[src/usb_xfer_status_params.svh]
// offsets, field positions and reset values for the transfer status block
`ifndef USB_XFER_STATUS_PARAMS_SVH
`define USB_XFER_STATUS_PARAMS_SVH
`define OFS_XFER_STATUS      12'h000
`define OFS_DESC_BASE_PAGE2 12'h004
`define OFS_DESC_BASE_PAGE3 12'h008
`define OFS_DESC_BASE_PAGE1 12'h00C
`define OFS_IRQ_STATUS      12'h010
`define OFS_IRQ_CLEAR       12'h014
`define OFS_IRQ_ENABLE      12'h018
`define OFS_INFO            12'h01C
`define FIFO_DEPTH          3'h4
`define PTR_W               2
`define EP_LSB              4
`define DIR_BIT             3
`define BANK_BIT            2
`define IRQ_TRN_BIT         0
`define IRQ_OVF_BIT         1
`define IRQ_W               2
`define ALIGN_BITS          9
`define RST_BYTE            8'h00
`endif

[src/usb_xfer_status_pkg.sv]
// types for the transfer status block
package usb_xfer_status_pkg;
  typedef enum logic [1:0] {HTRANS_IDLE, HTRANS_BUSY, HTRANS_NONSEQ, HTRANS_SEQ} htrans_t;
  typedef struct packed {
    logic [3:0] endpoint;
    logic       dir_tx;
    logic       bank_odd;
  } xfer_entry_t;
endpackage : usb_xfer_status_pkg

[src/usb_xfer_status.sv]
// transfer status queue and descriptor table base registers on AHB-Lite
`timescale 1ns/100ps
`include "usb_xfer_status_params.svh"
module usb_xfer_status (
  input  wire logic        SYS_CLK,       // 250 MHz clock
  input  wire logic        RST_B,         // async reset, low
  input  wire logic        HSEL,          // slave select
  input  wire logic [31:0] HADDR,         // byte address
  input  wire logic [1:0]  HTRANS,        // transfer type
  input  wire logic        HWRITE,        // write not read
  input  wire logic [2:0]  HSIZE,         // transfer size
  input  wire logic [31:0] HWDATA,        // write data
  input  wire logic        HREADY,        // bus ready in
  output logic      [31:0] HRDATA,        // read data
  output logic             HREADYOUT,     // slave ready
  output logic             HRESP,         // always okay
  input  wire logic        XFER_DONE,     // engine: transfer completed pulse
  input  wire logic [3:0]  XFER_ENDPOINT, // engine: endpoint number
  input  wire logic        XFER_DIR_TX,   // engine: 1 transmit
  input  wire logic        XFER_BANK_ODD, // engine: 1 odd bank
  output logic             XFER_READY,    // queue has room
  output logic      [31:0] DESC_BASE_ADDR,// descriptor table base
  output logic             TRN_FLAG,      // transaction complete flag
  output logic             IRQ            // level interrupt
);

  localparam logic [2:0] DEPTH = `FIFO_DEPTH;

  // address phase capture
  logic        ph_valid;
  logic        ph_write;
  logic [11:0] ph_addr;

  // queue storage
  usb_xfer_status_pkg::xfer_entry_t mem [0:3];
  logic [`PTR_W-1:0] wr_ptr;
  logic [`PTR_W-1:0] rd_ptr;
  logic [2:0]        count;

  logic [7:0] base_page1;
  logic [7:0] base_page2;
  logic [7:0] base_page3;
  logic [`IRQ_W-1:0] irq_status;
  logic [`IRQ_W-1:0] irq_enable;

  logic push;
  logic pop;
  logic wr_clear;
  logic overflow;
  logic [`IRQ_W-1:0] clear_bits;
  logic [31:0] next_rdata;
  usb_xfer_status_pkg::xfer_entry_t head;

  // address phase accepted only on a NONSEQ or SEQ with hready
  always_ff @(posedge SYS_CLK or negedge RST_B) begin
    if (!RST_B) begin
      ph_valid <= 1'b0;
      ph_write <= 1'b0;
      ph_addr  <= 12'h000;
    end else if (HREADY) begin
      ph_valid <= HSEL && HTRANS[1];
      ph_write <= HWRITE;
      ph_addr  <= HADDR[11:0];
    end
  end

  assign wr_clear   = ph_valid && ph_write && (ph_addr == `OFS_IRQ_CLEAR);
  assign clear_bits = wr_clear ? HWDATA[`IRQ_W-1:0] : {`IRQ_W{1'b0}};

  // writing one to the complete-flag clear bit pops one entry
  assign pop      = clear_bits[`IRQ_TRN_BIT] && (count != 3'h0);
  // queue full means the engine must hold its report; overflow still noted
  assign XFER_READY = (count != DEPTH) || pop;
  assign push     = XFER_DONE && XFER_READY;
  assign overflow = XFER_DONE && !XFER_READY;

  // queue storage write
  always_ff @(posedge SYS_CLK) begin
    if (push) begin
      mem[wr_ptr] <= '{XFER_ENDPOINT, XFER_DIR_TX, XFER_BANK_ODD};
    end
  end

  // queue pointers and occupancy
  always_ff @(posedge SYS_CLK or negedge RST_B) begin
    if (!RST_B) begin
      wr_ptr <= '0;
      rd_ptr <= '0;
      count  <= 3'h0;
    end else begin
      if (push) begin
        wr_ptr <= wr_ptr + 1'b1;
      end
      if (pop) begin
        rd_ptr <= rd_ptr + 1'b1;
      end
      count <= 3'(count + {2'b00, push} - {2'b00, pop});
    end
  end

  assign head     = mem[rd_ptr];
  // flag follows occupancy, so it cannot clear while entries remain
  assign TRN_FLAG = (count != 3'h0);

  // base address bytes, written by software
  always_ff @(posedge SYS_CLK or negedge RST_B) begin
    if (!RST_B) begin
      base_page1 <= `RST_BYTE;
      base_page2 <= `RST_BYTE;
      base_page3 <= `RST_BYTE;
    end else if (ph_valid && ph_write) begin
      if (ph_addr == `OFS_DESC_BASE_PAGE1) begin
        base_page1 <= {HWDATA[7:1], 1'b0};
      end
      if (ph_addr == `OFS_DESC_BASE_PAGE2) begin
        base_page2 <= HWDATA[7:0];
      end
      if (ph_addr == `OFS_DESC_BASE_PAGE3) begin
        base_page3 <= HWDATA[7:0];
      end
    end
  end

  // low nine bits forced zero for alignment
  always_ff @(posedge SYS_CLK or negedge RST_B) begin
    if (!RST_B) begin
      DESC_BASE_ADDR <= 32'h00000000;
    end else begin
      DESC_BASE_ADDR <= {base_page3, base_page2, base_page1[7:1],
                         {`ALIGN_BITS{1'b0}}};
    end
  end

  // sticky events: set wins over a clear in the same cycle
  always_ff @(posedge SYS_CLK or negedge RST_B) begin
    if (!RST_B) begin
      irq_status <= '0;
    end else begin
      irq_status[`IRQ_TRN_BIT] <= push ||
        (irq_status[`IRQ_TRN_BIT] && !clear_bits[`IRQ_TRN_BIT]);
      irq_status[`IRQ_OVF_BIT] <= overflow ||
        (irq_status[`IRQ_OVF_BIT] && !clear_bits[`IRQ_OVF_BIT]);
    end
  end

  // interrupt enable register
  always_ff @(posedge SYS_CLK or negedge RST_B) begin
    if (!RST_B) begin
      irq_enable <= '0;
    end else if (ph_valid && ph_write && ph_addr == `OFS_IRQ_ENABLE) begin
      irq_enable <= HWDATA[`IRQ_W-1:0];
    end
  end

  always_ff @(posedge SYS_CLK or negedge RST_B) begin
    if (!RST_B) begin
      IRQ <= 1'b0;
    end else begin
      IRQ <= |(irq_status & irq_enable);
    end
  end

  // read mux on the address phase; unused bits read zero
  always_comb begin
    next_rdata = 32'h00000000;
    case (HADDR[11:0])
      `OFS_XFER_STATUS: begin
        // empty queue reads zero rather than stale data
        if (count != 3'h0) begin
          next_rdata[`EP_LSB+3:`EP_LSB] = head.endpoint;
          next_rdata[`DIR_BIT]          = head.dir_tx;
          next_rdata[`BANK_BIT]         = head.bank_odd;
        end
      end
      `OFS_DESC_BASE_PAGE1: next_rdata[7:0] = base_page1;
      `OFS_DESC_BASE_PAGE2: next_rdata[7:0] = base_page2;
      `OFS_DESC_BASE_PAGE3: next_rdata[7:0] = base_page3;
      `OFS_IRQ_STATUS:      next_rdata[`IRQ_W-1:0] = irq_status;
      `OFS_IRQ_ENABLE:      next_rdata[`IRQ_W-1:0] = irq_enable;
      `OFS_INFO:            next_rdata[2:0] = count;
      default:              next_rdata = 32'h00000000;
    endcase
  end

  // read data registered into the data phase
  always_ff @(posedge SYS_CLK or negedge RST_B) begin
    if (!RST_B) begin
      HRDATA <= 32'h00000000;
    end else if (HREADY && HSEL && HTRANS[1] && !HWRITE) begin
      HRDATA <= next_rdata;
    end
  end

  // zero wait states, always okay
  assign HREADYOUT = 1'b1;
  assign HRESP     = 1'b0;

endmodule : usb_xfer_status

[config.mk]
export PLATFORM = sky130hd
export DESIGN_NAME = usb_xfer_status
export DESIGN_NICKNAME = d
export VERILOG_FILES = /design/src/usb_xfer_status_pkg.sv /design/src/usb_xfer_status.sv
export VERILOG_INCLUDE_DIRS = /design/src
export SDC_FILE = /design/constraint.sdc
export NUM_CORES = 1
export LEC_CHECK = 0
export BUFFER_PORTS_ARGS = -buffer_cell sky130_fd_sc_hd__buf_4
export CORE_MARGIN = 5
export CORE_UTILIZATION = 50
export CTS_CLUSTER_SIZE = 10
export DETAILED_ROUTE_END_ITERATION = 6
export GPL_ROUTABILITY_DRIVEN = 0
export MAX_ROUTING_LAYER = met4
export PLACE_DENSITY = 0.91
export SYNTH_ARGS = -nofsm -noshare
export SYNTH_HDL_FRONTEND = slang
export SYNTH_SLANG_ARGS = --single-unit
[constraint.sdc]
create_clock -name SYS_CLK -period 3.5 [get_ports SYS_CLK]
set_input_delay 0.35 -clock SYS_CLK [delete_from_list [all_inputs] [get_ports SYS_CLK]]
set_output_delay 0.35 -clock SYS_CLK [all_outputs]
set_load 0.1 [all_outputs]
==> impl_metrics.json <==
{
  "grt_pass1_vias": 2751,
  "crit_top_cell": "inv_1",
  "area_growth_syn_to_layout_pct": 15.2,
  "clockBufferDepth": 2,
  "drc": 0,
  "design_area_mm2": 0.00524,
  "worstPathMaxFanout": 8,
  "final-seq-area_mm2": 0.00272,
  "yosysUniqueCellTypes": 48,
  "grt_max_degree": 81,
  "fillers": 668,
  "hold_buffers": 0,
  "setup_viol": 0,
  "start_util": 0.517,
  "io_buffers": 66,
  "r2r-end": "count[2]$_DFF_PN0_",
  "antenna_found_initial": 0,
  "clock_skew_ps": 11.4,
  "cp_cell_sequence": "nor4_2, nand3_1, o31ai_4, inv_1, ha_1, inv_1, ha_1, inv_1, fa_1, xnor2_1, xnor2_1",
  "ir_drop_uv": 292,
  "grt_setup_unrepaired": "no",
  "p_sw_mw": 0.986,
  "worst_slew_pin_slew_ps": 970,
  "synthFlopType": "dfrtp_1",
  "critPathLaunchType": "flop",
  "avgSynthCellArea_um2": 14.3,
  "wl_per_cell_um": 17.4,
  "timing.final.crit_share": 0.841,
  "numCtsBuffers": 9,
  "multiInputGateArea_mm2": 0.00159,
  "pwr-share-clk": 0.293,
  "power.share.sequential": 0.478,
  "dp_cells": 480,
  "setup.worst_path.class": "reg -> reg",
  "grt_pass1_wl_um": 14100,
  "critPathRequiredTime_ps": 3780,
  "grt_overflow": 0,
  "rrSetupSlack_ps": 560,
  "fin_tns_setup_ps": 0,
  "synth_edf_count": 24,
  "crit_arrival_ps": 3230,
  "yosysSeqAreaShare": 0.598,
  "clock_latency_ps": 360,
  "synth_area_leaders": "dfrtp_1 (44%), edfxtp_1 (16%), mux2_2 (9.2%), buf_4 (5.9%), mux4_2 (3.5%)",
  "synth_top_area_cell": "dfrtp_1",
  "clk_pin_slew_ps": 90,
  "synthCells": 319,
  "drt_iter0_drc": 137,
  "dp_hpwl_um": 6280,
  "cts_sinks": 104,
  "timing.rr.start": "ph_addr[9]$_DFFE_PN0P_",
  "combinationalPowerShare": 0.229,
  "synth_top_area_frac": 0.440,
  "yosys.area_share.simple": 0.0850,
  "synthTopCellsByCount": "dfrtp_1 (80), mux2_2 (37), buf_4 (36)",
  "synth.most_common_cell": "dfrtp_1",
  "synth_fa_ha_area_frac": 0.0209,
  "die_area_mm2": 0.0111,
  "p_per_area_mw_per_mm2": 583,
  "synthesis.area_mm2": 0.00455,
  "yosysWarnings": 0,
  "viasPerCell": 5.34,
  "power_mw": 3.06,
  "max_freq_ghz": 0.340,
  "dpl_cell_area_mm2": 0.00498,
  "ys_seq_elements": 104,
  "async_flop_share": 0.769,
  "outcome": "finished, final reports clean",
  "vias": 2651,
  "min_path_type": "in -> async",
  "p_int_mw": 2.07,
  "p_leak_nw": 2.32,
  "ctsResizeCount": 0,
  "firstDrtPassIters": 4,
  "synth-xor-area-share": 0.0116,
  "num_rows": 34,
  "fp.dieW_um": 105,
  "synth_top_family_by_area": "multiplexers",
  "synth_compound_area_frac": 0.0468,
  "fin_nets": 471,
  "layout_setup_ws_ps": 556,
  "antenna_cells": 0,
  "cp_slowest_cell": "o31ai_4",
  "muxShareOfSynthArea": 0.157,
  "clockRootBuffer": "clkbuf_8",
  "drv_cap": 0,
  "cts_max_level": 3,
  "relSlewSlack": 0.354,
  "ioPinCount": 150,
  "die_y_um": 105,
  "report.final.hold_viol_count": 0,
  "cp_top_family": "adder cells",
  "grt_use_total": 0.166,
  "post-cts-setup-buffers": 0,
  "end_kind": "flop",
  "postRouteAntennaNets": 0,
  "reg2regPathDepth": 11,
  "dpl_worst_slack_ps": 572,
  "drive_gt1_frac": 0.358,
  "wl_um": 8630,
  "finalNonFillerCells": 496,
  "period_minus_slack_ps": 2940,
  "cts_tree": "built",
  "core_mm2": 0.00881,
  "switching_share": 0.323,
  "drv_slew": 0,
  "crit_buf_inv": 3,
  "cp_slowest_stage_delay_ps": 470
}
-- metal layers --
| layer | vias to the layer above | routed length, um | GRT usage |
|---|---|---|---|
| met5 | - | 0 | - |
| met2 | 93 | 4270 | 0.260 |
| met4 | 0 | 231 | 0.0759 |
| li1 | 1204 | - | - |
| met1 | 1335 | 3660 | 0.209 |
| met3 | 19 | 475 | 0.0348 |
-- worst reg2reg max path, stage by stage (launching register included) --
cell	delay (ps)
dfrtp_1	400
nor4_2	320
nand3_1	330
o31ai_4	470
inv_1	90
ha_1	310
inv_1	70
ha_1	130
inv_1	50
fa_1	370
xnor2_1	190
xnor2_1	150
-- final cells by class --
class	instances	area share
sequential	104	0.519
multi-input combinational	192	0.304
inverter	10	0.00716
tap	108	0.0258
clock inverter	3	0.0129
timing repair buffer	66	0.0945
clock buffer	13	0.0365
-- logic make-up (layout without fill, tap and decap cells) --
group / after synthesis / after routing
adders and majority gates: 7 / 7
muxes: 54 / 54
xor gates and xnor gates: 6 / 6
AOI/OAI and AO/OA: 31 / 31
buffers and inverters: 56 / 92
DFF: 104 / 104
other: 2 / 35
and+or+nand+nor: 59 / 59
-- sequential cells by signal, summed over array words and instances, names as in the netlist, 2 cells and up --
name	cells
count	3
irq_enable	2
rd_ptr	2
HRDATA	8
base_page3	8
base_page2	8
base_page1	7
mem	24
irq_status	2
DESC_BASE_ADDR	23
wr_ptr	2
ph_addr	12
-- per-stage QoR --
step                hold slack, ps  utilization
floorplan                     54.4            -
CTS                            176        0.595
finish                         127        0.595
global placement               381        0.566
detailed placement             387        0.566
global route                   175        0.595
-- power groups by stage --
stage | combinational, mW | clock [mW] | sequential, mW
3_5_place_dp | 0.702 | 0 | 1.48
5_1_grt | 0.748 | 0.953 | 1.47
3_3_place_gp | 0.675 | 0 | 1.47
4_1_cts | 0.705 | 0.907 | 1.46
6_report | 0.701 | 0.895 | 1.46
2_1_floorplan | 0.490 | 0 | 1.55
-- how the worst max path moves through the flow --
stage / from / endpoint / slack (ps) / cells past startpoint
2_1_floorplan: ph_addr[9]$_DFFE_PN0P_ / irq_status[1]$_DFF_PN0_ / 690 / 4
3_3_place_gp: ph_addr[9]$_DFFE_PN0P_ / count[2]$_DFF_PN0_ / 710 / 11
3_5_place_dp: ph_addr[9]$_DFFE_PN0P_ / count[2]$_DFF_PN0_ / 570 / 11
4_1_cts: ph_addr[9]$_DFFE_PN0P_ / count[2]$_DFF_PN0_ / 550 / 11
5_1_grt: ph_addr[9]$_DFFE_PN0P_ / count[2]$_DFF_PN0_ / 370 / 11
6_report: ph_addr[9]$_DFFE_PN0P_ / count[2]$_DFF_PN0_ / 560 / 11
-- cell usage in the layout (no fill, tap or decap), types with 8 or more instances in the layout --
cell type   n
buf_4      66
clkbuf_8   10
conb_1     35
dfrtp_1    80
edfxtp_1   24
inv_1      10
mux2_2     37
mux2_4      8
nand2_1     8
nand3_1    15
Note: power is estimated with default switching activity, not from simulation.
